[src/sadc_pkg.sv]
// sadc_pkg: offsets, field positions and reset values of the slope
// converter control block; shared by the control top and its timer.
package sadc_pkg;
    localparam int ADDR_W = 8;
    localparam int DATA_W = 32;
    localparam int TMR_W  = 16;

    // register byte offsets
    localparam logic [7:0] OFF_CHAN  = 8'h00;
    localparam logic [7:0] OFF_SRC   = 8'h04;
    localparam logic [7:0] OFF_PWR   = 8'h08;
    localparam logic [7:0] OFF_TMR_H = 8'h0c;
    localparam logic [7:0] OFF_TMR_L = 8'h10;
    localparam logic [7:0] OFF_CAP   = 8'h14;
    localparam logic [7:0] OFF_STAT  = 8'h18;

    // reset values
    localparam logic [7:0] CHAN_RST = 8'h02;
    localparam logic [7:0] SRC_RST  = 8'h00;
    localparam logic [7:0] PWR_RST  = 8'h3f;

    // read masks: unimplemented bits read as zero
    localparam logic [7:0] CHAN_RMASK = 8'hf7;
    localparam logic [7:0] PWR_RMASK  = 8'hbf;

    // channel control fields
    localparam int SEL_LSB  = 4;
    localparam int MUXOE_B  = 2;
    localparam int HOLD_B   = 1;
    localparam int ZERO_B   = 0;
    // source and pin configuration fields
    localparam int STEP_LSB = 4;
    localparam int HIGRP_LSB = 2;
    localparam int LOGRP_LSB = 0;
    // power control fields
    localparam int REFPD_B  = 5;
    localparam int OSCD_B   = 3;
    localparam int CONVPD_B = 0;
    // status fields
    localparam int CAPF_B   = 0;
    localparam int OVFF_B   = 1;

    // input select and current step codes with special meaning
    localparam logic [3:0] SEL_BANDGAP = 4'h4;
    localparam logic [3:0] SEL_UPPER   = 4'h5;
    localparam logic [3:0] SEL_LOWER   = 4'h6;
    localparam logic [3:0] STEP_OFF    = 4'h0;

    // pin kind codes per group of four
    localparam logic [1:0] KIND_ALL_ANALOG = 2'h0;
    localparam logic [1:0] KIND_ONE_DIG    = 2'h1;
    localparam logic [1:0] KIND_TWO_DIG    = 2'h2;
endpackage

[src/sadc_ramp_timer.sv]
// sadc_ramp_timer: 16-bit ramp timer with load port and rollover pulse.
// assumes load and run come from logic on sys_clk.
`timescale 1ns/1ns
module sadc_ramp_timer (
    input  wire logic                     sys_clk,
    input  wire logic                     sys_rst,
    input  wire logic                     run,
    input  wire logic                     load,
    input  wire logic [sadc_pkg::TMR_W-1:0] load_value,
    output logic      [sadc_pkg::TMR_W-1:0] count,
    output logic                          rollover
);
    logic [sadc_pkg::TMR_W-1:0] count_q;
    logic [sadc_pkg::TMR_W-1:0] count_d;
    logic                       roll_q;
    logic                       roll_d;

    always_comb begin
        count_d = count_q;
        roll_d  = 1'b0;
        if (load) begin
            count_d = load_value;
        end else if (run) begin
            // keeps counting after rollover
            count_d = count_q + 1'b1;
            roll_d  = &count_q;
        end
    end

    always_ff @(posedge sys_clk) begin
        if (sys_rst) begin
            count_q <= '0;
            roll_q  <= 1'b0;
        end else begin
            count_q <= count_d;
            roll_q  <= roll_d;
        end
    end

    assign count    = count_q;
    assign rollover = roll_q;
endmodule

[src/sadc_control.sv]
// sadc_control: register file and control outputs of a slope converter.
// assumes an apb master on sys_clk; comparator arrives asynchronously.
//
// Notes on behaviour
// - all three control registers are readable and writable over the bus.
// - input select in bits 7-4 picks inputs or the three references.
// - bit 3 of channel control reads as zero.
// - mux output bit drives the selector output onto input pin 0.
// - ramp hold stops the timer and discharges the capacitor; resets to one.
// - zero select zeroes inputs 1 and 5 instead of sampling them.
// - step code 0 turns sources off; each code adds 2.25 microamps.
// - two 2-bit fields make 0, 1, 2 or 4 pins of a group digital.
// - reset forces every shared pin to analog input.
// - bit 6 of power control reads as zero.
// - reference power down bit turns voltage references off.
// - sleep oscillator disable stops the oscillator while sleeping.
// - converter power down bit turns the slope converter off.
// - timer counts each cycle while running; reset clears it.
// - comparator fall captures count and sets flag, once per cycle.
// - timer rollover sets overflow flag; counting continues.
`timescale 1ns/1ns
module sadc_control (
    input  wire logic        sys_clk,
    input  wire logic        sys_rst,
    // apb slave
    input  wire logic        psel,
    input  wire logic        penable,
    input  wire logic        pwrite,
    input  wire logic [7:0]  paddr,
    input  wire logic [31:0] pwdata,
    output logic             pready,
    output logic [31:0]      prdata,
    output logic             pslverr,
    // analog side
    input  wire logic        comparator_out,
    input  wire logic        sleep_mode,
    output logic [3:0]       input_select,
    output logic [15:0]      analog_selector,
    output logic             bandgap_selected,
    output logic             upper_slope_reference,
    output logic             lower_slope_reference,
    output logic             mux_pin_output_enable,
    output logic             ramp_hold,
    output logic             ramp_capacitor_node,
    output logic             zero_select,
    output logic [3:0]       current_step_select,
    output logic             current_source_enable,
    output logic [7:0]       pin_is_digital,
    output logic             reference_power_down,
    output logic             sleep_osc_disable,
    output logic             sleep_osc_stop,
    output logic             converter_power_down,
    output logic             capture_flag,
    output logic             overflow_flag
);
    // one-hot of the selector code
    function automatic logic [15:0] onehot16(input logic [3:0] code);
        logic [15:0] r;
        r = 16'h0000;
        r[code] = 1'b1;
        return r;
    endfunction

    // digital mask of four pins; the last pin goes digital first
    function automatic logic [3:0] kind4(input logic [1:0] k);
        logic [3:0] r;
        case (k)
            sadc_pkg::KIND_ALL_ANALOG: r = 4'h0;
            sadc_pkg::KIND_ONE_DIG:    r = 4'h8;
            sadc_pkg::KIND_TWO_DIG:    r = 4'hc;
            default:                   r = 4'hf;
        endcase
        return r;
    endfunction

    // register state
    logic [7:0]  chan_q;
    logic [7:0]  chan_d;
    logic [7:0]  src_q;
    logic [7:0]  src_d;
    logic [7:0]  pwr_q;
    logic [7:0]  pwr_d;
    logic [7:0]  tmr_hi_q;
    logic [7:0]  tmr_hi_d;
    logic        hi_seen_q;
    logic        hi_seen_d;
    logic        order_ok_q;
    logic        order_ok_d;
    logic [15:0] cap_q;
    logic [15:0] cap_d;
    logic        capf_q;
    logic        capf_d;
    logic        ovff_q;
    logic        ovff_d;
    logic        armed_q;
    logic        armed_d;
    // apb answer
    logic        ready_q;
    logic        ready_d;
    logic [31:0] rdata_q;
    logic [31:0] rdata_d;
    logic        err_q;
    logic        err_d;
    // comparator synchroniser
    logic        cmp_s1_q;
    logic        cmp_s2_q;
    logic        cmp_s3_q;
    logic        cmp_q;
    logic        cmp_d;
    logic        cmp_fall;

    logic        access;
    logic        wr_en;
    logic        hit;
    logic        tmr_load;
    logic        tmr_run;
    logic [15:0] tmr_count;
    logic        tmr_roll;
    logic [7:0]  wbyte;

    assign access = psel & penable;
    // a write lands on the edge where the master sees pready high
    assign wr_en  = access & ready_q & pwrite & ~err_q;
    assign wbyte  = pwdata[7:0];

    always_comb begin
        case (paddr)
            sadc_pkg::OFF_CHAN,
            sadc_pkg::OFF_SRC,
            sadc_pkg::OFF_PWR,
            sadc_pkg::OFF_TMR_H,
            sadc_pkg::OFF_TMR_L,
            sadc_pkg::OFF_CAP,
            sadc_pkg::OFF_STAT: hit = 1'b1;
            default:            hit = 1'b0;
        endcase
    end

    // apb: one wait state so read data comes from a flop
    always_comb begin
        ready_d = access & ~ready_q;
        err_d   = err_q;
        rdata_d = rdata_q;
        if (access & ~ready_q) begin
            err_d   = ~hit;
            rdata_d = 32'h0000_0000;
            case (paddr)
                sadc_pkg::OFF_CHAN:
                    rdata_d[7:0] = chan_q & sadc_pkg::CHAN_RMASK;
                sadc_pkg::OFF_SRC:
                    rdata_d[7:0] = src_q;
                sadc_pkg::OFF_PWR:
                    rdata_d[7:0] = pwr_q & sadc_pkg::PWR_RMASK;
                sadc_pkg::OFF_TMR_H:
                    rdata_d[7:0] = tmr_count[15:8];
                sadc_pkg::OFF_TMR_L:
                    rdata_d[7:0] = tmr_count[7:0];
                sadc_pkg::OFF_CAP:
                    rdata_d[15:0] = cap_q;
                sadc_pkg::OFF_STAT: begin
                    rdata_d[sadc_pkg::CAPF_B] = capf_q;
                    rdata_d[sadc_pkg::OVFF_B] = ovff_q;
                end
                default:
                    rdata_d = 32'h0000_0000;
            endcase
        end
    end

    always_ff @(posedge sys_clk) begin
        if (sys_rst) begin
            ready_q <= 1'b0;
            err_q   <= 1'b0;
            rdata_q <= 32'h0000_0000;
        end else begin
            ready_q <= ready_d;
            err_q   <= err_d;
            rdata_q <= rdata_d;
        end
    end

    // control registers
    always_comb begin
        chan_d     = chan_q;
        src_d      = src_q;
        pwr_d      = pwr_q;
        tmr_hi_d   = tmr_hi_q;
        hi_seen_d  = hi_seen_q;
        order_ok_d = order_ok_q;
        tmr_load   = 1'b0;
        if (wr_en) begin
            case (paddr)
                sadc_pkg::OFF_CHAN:
                    chan_d = wbyte & sadc_pkg::CHAN_RMASK;
                sadc_pkg::OFF_SRC:
                    src_d = wbyte;
                sadc_pkg::OFF_PWR:
                    // reserved bit 6 stored as zero
                    pwr_d = wbyte & sadc_pkg::PWR_RMASK;
                sadc_pkg::OFF_TMR_H: begin
                    tmr_hi_d  = wbyte;
                    hi_seen_d = 1'b1;
                end
                sadc_pkg::OFF_TMR_L: begin
                    // low byte without a high byte first stalls the timer
                    tmr_load   = 1'b1;
                    order_ok_d = hi_seen_q;
                    hi_seen_d  = 1'b0;
                end
                default: begin
                    chan_d = chan_q;
                end
            endcase
        end
    end

    always_ff @(posedge sys_clk) begin
        if (sys_rst) begin
            chan_q     <= sadc_pkg::CHAN_RST;
            src_q      <= sadc_pkg::SRC_RST;
            pwr_q      <= sadc_pkg::PWR_RST;
            tmr_hi_q   <= 8'h00;
            hi_seen_q  <= 1'b0;
            order_ok_q <= 1'b1;
        end else begin
            chan_q     <= chan_d;
            src_q      <= src_d;
            pwr_q      <= pwr_d;
            tmr_hi_q   <= tmr_hi_d;
            hi_seen_q  <= hi_seen_d;
            order_ok_q <= order_ok_d;
        end
    end

    // comparator: a change counts once stages two and three agree
    always_comb begin
        cmp_d = cmp_q;
        if (cmp_s2_q == cmp_s3_q) begin
            cmp_d = cmp_s3_q;
        end
    end

    always_ff @(posedge sys_clk) begin
        if (sys_rst) begin
            cmp_s1_q <= 1'b1;
            cmp_s2_q <= 1'b1;
            cmp_s3_q <= 1'b1;
            cmp_q    <= 1'b1;
        end else begin
            cmp_s1_q <= comparator_out;
            cmp_s2_q <= cmp_s1_q;
            cmp_s3_q <= cmp_s2_q;
            cmp_q    <= cmp_d;
        end
    end

    assign cmp_fall = cmp_q & ~cmp_d;

    // timer runs only with hold low, converter powered, clock present
    assign tmr_run = ~chan_q[sadc_pkg::HOLD_B]
                   & ~pwr_q[sadc_pkg::CONVPD_B]
                   & ~sleep_osc_stop
                   & order_ok_q;

    sadc_ramp_timer u_timer (
        .sys_clk    (sys_clk),
        .sys_rst    (sys_rst),
        .run        (tmr_run),
        .load       (tmr_load),
        .load_value ({tmr_hi_q, wbyte}),
        .count      (tmr_count),
        .rollover   (tmr_roll)
    );

    // capture and flags; a set in the clearing cycle wins
    always_comb begin
        cap_d   = cap_q;
        capf_d  = capf_q;
        ovff_d  = ovff_q;
        armed_d = armed_q;
        if (chan_q[sadc_pkg::HOLD_B]) begin
            // hold marks the start of a new conversion cycle
            armed_d = 1'b1;
        end
        if (wr_en && paddr == sadc_pkg::OFF_STAT) begin
            if (wbyte[sadc_pkg::CAPF_B]) begin
                capf_d = 1'b0;
            end
            if (wbyte[sadc_pkg::OVFF_B]) begin
                ovff_d = 1'b0;
            end
        end
        if (cmp_fall && armed_q && tmr_run) begin
            cap_d   = tmr_count;
            capf_d  = 1'b1;
            armed_d = 1'b0;
        end
        if (tmr_roll) begin
            ovff_d = 1'b1;
        end
    end

    always_ff @(posedge sys_clk) begin
        if (sys_rst) begin
            cap_q   <= 16'h0000;
            capf_q  <= 1'b0;
            ovff_q  <= 1'b0;
            armed_q <= 1'b1;
        end else begin
            cap_q   <= cap_d;
            capf_q  <= capf_d;
            ovff_q  <= ovff_d;
            armed_q <= armed_d;
        end
    end

    // outputs decoded from the register flops and sleep_mode
    assign pready  = ready_q;
    assign prdata  = rdata_q;
    assign pslverr = err_q & ready_q;

    assign input_select     = chan_q[sadc_pkg::SEL_LSB +: 4];
    // reserved codes are passed as is; software must avoid them
    assign analog_selector  = onehot16(input_select);
    assign bandgap_selected = input_select == sadc_pkg::SEL_BANDGAP;
    assign upper_slope_reference =
        input_select == sadc_pkg::SEL_UPPER;
    assign lower_slope_reference =
        input_select == sadc_pkg::SEL_LOWER;
    // overrides the pin direction setting of input pin 0
    assign mux_pin_output_enable = chan_q[sadc_pkg::MUXOE_B];
    assign ramp_hold             = chan_q[sadc_pkg::HOLD_B];
    assign ramp_capacitor_node   = chan_q[sadc_pkg::HOLD_B];
    assign zero_select           = chan_q[sadc_pkg::ZERO_B];

    assign current_step_select   = src_q[sadc_pkg::STEP_LSB +: 4];
    assign current_source_enable =
        current_step_select != sadc_pkg::STEP_OFF;
    assign pin_is_digital = {kind4(src_q[sadc_pkg::HIGRP_LSB +: 2]),
                             kind4(src_q[sadc_pkg::LOGRP_LSB +: 2])};

    assign reference_power_down = pwr_q[sadc_pkg::REFPD_B];
    assign sleep_osc_disable    = pwr_q[sadc_pkg::OSCD_B];
    assign sleep_osc_stop       = sleep_mode & sleep_osc_disable;
    assign converter_power_down = pwr_q[sadc_pkg::CONVPD_B];

    assign capture_flag  = capf_q;
    assign overflow_flag = ovff_q;
endmodule

[config.mk]
export PLATFORM = sky130hd
export DESIGN_NAME = sadc_control
export DESIGN_NICKNAME = d
export VERILOG_FILES = /design/src/sadc_pkg.sv /design/src/sadc_ramp_timer.sv /design/src/sadc_control.sv
export SDC_FILE = /design/constraint.sdc
export NUM_CORES = 1
export LEC_CHECK = 0
export BUFFER_PORTS_ARGS = -buffer_cell sky130_fd_sc_hd__buf_2
export CORE_MARGIN = 1
export CORE_UTILIZATION = 45
export CTS_BUF_LIST = sky130_fd_sc_hd__clkbuf_8
export DETAILED_ROUTE_END_ITERATION = 10
export PLACE_DENSITY_LB_ADDON = 0.1
export SYNTH_ARGS = -nofsm -noshare
export SYNTH_HDL_FRONTEND = slang
export SYNTH_SLANG_ARGS = --single-unit
[constraint.sdc]
create_clock -name sys_clk -period 4.5 [get_ports sys_clk]
set_input_delay 0.45 -clock sys_clk [delete_from_list [all_inputs] [get_ports sys_clk]]
set_output_delay 0.45 -clock sys_clk [all_outputs]
set_load 0.01 [all_outputs]
==> Implementation_results.wiki <==
{| class="wikitable"
! Metric !! Value
|-
| Standard-cell rows || 36
|-
| Run status || complete, no violations
|-
| Max IR drop VDD || roughly 0.15 mV
|-
| Static Leakage || 2.04 nW
|-
| Area of the multi-input gates || between 0.002 and 0.0025 mm²
|-
| Number of instances resized during post-cts repair || 0
|-
| Required time at the endpoint of the critical path || approximately 4.8 ns
|-
| Initial DRC count || 260
|-
| Nature of the critical path startpoint || primary input
|-
| Latest clock arrival within the worst-skew pair || 0.38 ns
|-
| Hold bufs inserted after CTS || 0
|-
| Maximum number of pins on one net before global-route repair || 91
|-
| TritonCTS clock tree || yes
|-
| Vias in the first global route || 3431
|-
| Tightest slew margin relative to the limit || 0.343
|-
| Initial DRT Pass Iterations || 5
|-
| First-pass GRT wire length || 19000 µm
|-
| Reg-to-Reg End || u_timer.count[10]
|-
| Sequential cell area || 0.00180 mm²
|-
| Setup Slack @ Placement || between 1.5 and 2 ns
|-
| DP Area || 0.00482 mm²
|-
| Distinct cells, synth || 67
|-
| Tot Pwr || 0.00158 W
|-
| Min-delay worst type || primary input to flop
|-
| Cell types with the highest counts after synthesis || sky130_fd_sc_hd__dfxtp_1, sky130_fd_sc_hd__nor2_1, sky130_fd_sc_hd__nand3_1, sky130_fd_sc_hd__a21oi_1, sky130_fd_sc_hd__o21ai_1
|-
| Final routed wirelength across all metal layers || between 10000 and 15000 µm
|-
| Worst setup path startpoint || paddr[4]
|-
| Async set-or-reset flop fraction in the synthesized netlist || 0
|-
| Non-Filler Cell Area, Final || around 0.0051 mm²
|-
| Portion of the post-synthesis area used by sequential elements || 0.399
|-
| Antenna violations before repair || 0
|-
| Number of ports placed on the die boundary || between 100 and 150
|-
| Flop and latch count out of synthesis || 90
|-
| Clock buffer depth || 2
|-
| Fraction of layout cells with a size suffix above 1 || 0.208
|-
| Number of I/O port buffers || 86
|-
| Post-synthesis cell count || 521
|-
| Post-DP HPWL || 8670 µm
|-
| Clock root cell || sky130_fd_sc_hd__clkbuf_8
|-
| Post-Route Skew || 0.0134 ns
|-
| Clock edge transition at the registers on the reported setup and hold paths || 0.10 ns
|-
| Number of endpoints failing setup at the final stage || 0
|-
| Final core area utilization || 0.521
|-
| Share of the clock period used by the worst path || 0.506
|-
| Slack of the worst reg-to-reg path || ~2.5 ns
|-
| Total of max-cap violations || 0
|-
| Hold Path Stages || 2
|-
| Area share of the leading cell type in the synthesized netlist || 0.399
|-
| Remaining design rule violation count || 0
|-
| Startpoint of the lowest-slack register-to-register path || u_timer.count[1]
|-
| N_diodes || 0
|-
| Warning count from the yosys run || 0
|-
| Die area || 0.0104 mm²
|-
| Total track usage || 0.244
|-
| Via total after detailed routing || ~4100
|-
| Worst path setup slack after routing || 2.22 ns
|-
| Core region area || 0.00973 mm²
|-
| Most frequent cell after synthesis || sky130_fd_sc_hd__dfxtp_1
|-
| Post-DR vias/cell || 5.74
|-
| Post-layout min period || 2.28 ns
|-
| Number of enable flip-flop cells after synthesis || 0
|-
| Crit. End Element || flop
|-
| Total setup buffers inserted after CTS || 0
|-
| Dominant cells by area after synthesis || sky130_fd_sc_hd__dfxtp_1, sky130_fd_sc_hd__mux2i_1, sky130_fd_sc_hd__buf_4
|-
| Arrival time at the worst endpoint || 2.56 ns
|-
| Die Ht || 102 µm
|-
| RSZ-0062 raised after global routing || no
|-
| Library cell occupying the most area in the post-synthesis netlist || sky130_fd_sc_hd__dfxtp_1
|-
| Die span in x || 102 µm
|-
| Worst hold start || comparator_out
|-
| Worst Tran Pin Value || 0.984 ns
|-
| Fin. Hold Viols || 0
|-
| Fillcell total || 952
|-
| Number of H-tree levels || 3
|-
| Initial core utilization || 0.464
|-
| Fin. max-slew vios || 0
|-
| Overall overflow remaining after global route || 0
|-
| Clock buffers created by TritonCTS || 9
|-
| Last weighted congestion value of the routability-driven placer || 0.837
|-
| Peak Freq || 439 MHz
|-
| Synthesized area per cell || 8.66 µm²
|-
| Worst Reg2Reg Path Length in Cells || 5
|-
| Worst Path Max Fanout || 20
|-
| Ratio of total power to cell area || 311 mW/mm²
|-
| Area growth from synthesis to layout || 12.3%
|-
| Routed length per placed instance || 17.7 µm
|-
| Number of clock sinks || 90
|-
| Synthesized area || ~0.0045 mm²
|-
| Final TNS setup || 0 ns
|-
| WHS Endpoint || cmp_s1_q
|-
| Worst Path Class, Setup || primary input to flop
|-
| Main synth FF type || sky130_fd_sc_hd__dfxtp_1
|-
| Antenna-violating nets left || 0
|-
| Nets || 619
|}
[metal layers]
metal,global-route usage,part of all wire,up-vias
li1,-,-,1972
met4,0.0967,0.016,0
met3,0.0253,0.064,14
met1,0.346,0.47,1907
met5,0,0,-
met2,0.381,0.45,179
[sequential cells by signal, indices dropped and copies added (netlist names)]
register / flops
hi_seen_q: 1
cmp_s2_q: 1
u_timer.rollover: 1
tmr_hi_q: 8
cmp_q: 1
src_q: 8
capture_flag: 1
order_ok_q: 1
u_timer.count: 16
pready: 1
chan_q: 7
prdata: 16
overflow_flag: 1
cap_q: 16
cmp_s1_q: 1
cmp_s3_q: 1
pwr_q: 7
armed_q: 1
err_q: 1
[per-stage QoR]
step / hold WS, ns / cells
2_1_floorplan: 0.383 / 536
3_3_place_gp: 0.387 / 693
3_5_place_dp: 0.396 / 693
4_1_cts: 0.249 / 709
5_1_grt: 0.278 / 709
6_report: 0.257 / 709
[kinds of logic (layout without fill, tap and decap cells)]
family | Yosys count | count (layout) | share of synthesized area
buffers and inverters | 72 | 112 | 0.0865
xor gates and xnor gates | 8 | 8 | 0.0155
adders and majority gates | 1 | 1 | 0.00277
AOI/OAI and AO/OA | 128 | 128 | 0.186
DFF | 90 | 90 | 0.399
and+or+nand+nor | 190 | 190 | 0.231
other | 1 | 16 | 0.000831
muxes | 31 | 31 | 0.0779
[power breakdown]
part           switching (W)  internal (W)  leakage (nW)
clock               0.000313      0.000373         0.116
sequential        0.00000173      0.000798         0.726
combinational      0.0000675     0.0000236          1.19
[critical path, stage by stage]
cell and delay (ns):
sky130_fd_sc_hd__buf_2 0.40, sky130_fd_sc_hd__nor2b_1 0.40, sky130_fd_sc_hd__and3_1 0.29, sky130_fd_sc_hd__nand3_1 0.56, sky130_fd_sc_hd__a311oi_1 0.44
[final cells by class]
| cell class | count | area share |
|---|---|---|
| Tap cell | 133 | 0.0329 |
| Timing Repair Buffer | 88 | 0.0879 |
| Clock inverter | 7 | 0.0242 |
| Multi-Input combinational cell | 374 | 0.469 |
| Sequential cell | 90 | 0.356 |
| Inverter | 8 | 0.00593 |
| Clock buffer | 9 | 0.0245 |
[worst max-delay path by stage]
stage,cells past startpoint,endpoint,slack (ns)
6_report,5,u_timer.count[1],2.22
5_1_grt,5,u_timer.count[1],2.06
4_1_cts,5,u_timer.count[1],2.26
3_5_place_dp,5,u_timer.count[1],1.87
3_3_place_gp,5,order_ok_q,1.91
2_1_floorplan,4,analog_selector[4],2.79
[layout by cell type, fill, tap and decap left out, types with 4 or more instances in the layout]
cell type,n
sky130_fd_sc_hd__dfxtp_1,90
sky130_fd_sc_hd__nor3_1,27
sky130_fd_sc_hd__conb_1,16
sky130_fd_sc_hd__buf_2,86
sky130_fd_sc_hd__or4_1,5
sky130_fd_sc_hd__a311oi_1,11
sky130_fd_sc_hd__nand2b_1,4
sky130_fd_sc_hd__o31ai_1,4
sky130_fd_sc_hd__mux2i_1,25
sky130_fd_sc_hd__clkbuf_8,9
sky130_fd_sc_hd__or2_2,4
sky130_fd_sc_hd__nand4_1,4
sky130_fd_sc_hd__a21oi_1,33
sky130_fd_sc_hd__and4_1,5
sky130_fd_sc_hd__a22oi_1,9
sky130_fd_sc_hd__nand2_1,18
sky130_fd_sc_hd__xor2_1,7
sky130_fd_sc_hd__and2_1,5
sky130_fd_sc_hd__a211oi_1,17
sky130_fd_sc_hd__nor2_1,49
sky130_fd_sc_hd__or3_1,4
sky130_fd_sc_hd__inv_1,5
sky130_fd_sc_hd__o21ai_1,29
sky130_fd_sc_hd__nand3_1,37
sky130_fd_sc_hd__and3_1,4
(Power assumes the default switching activity.)
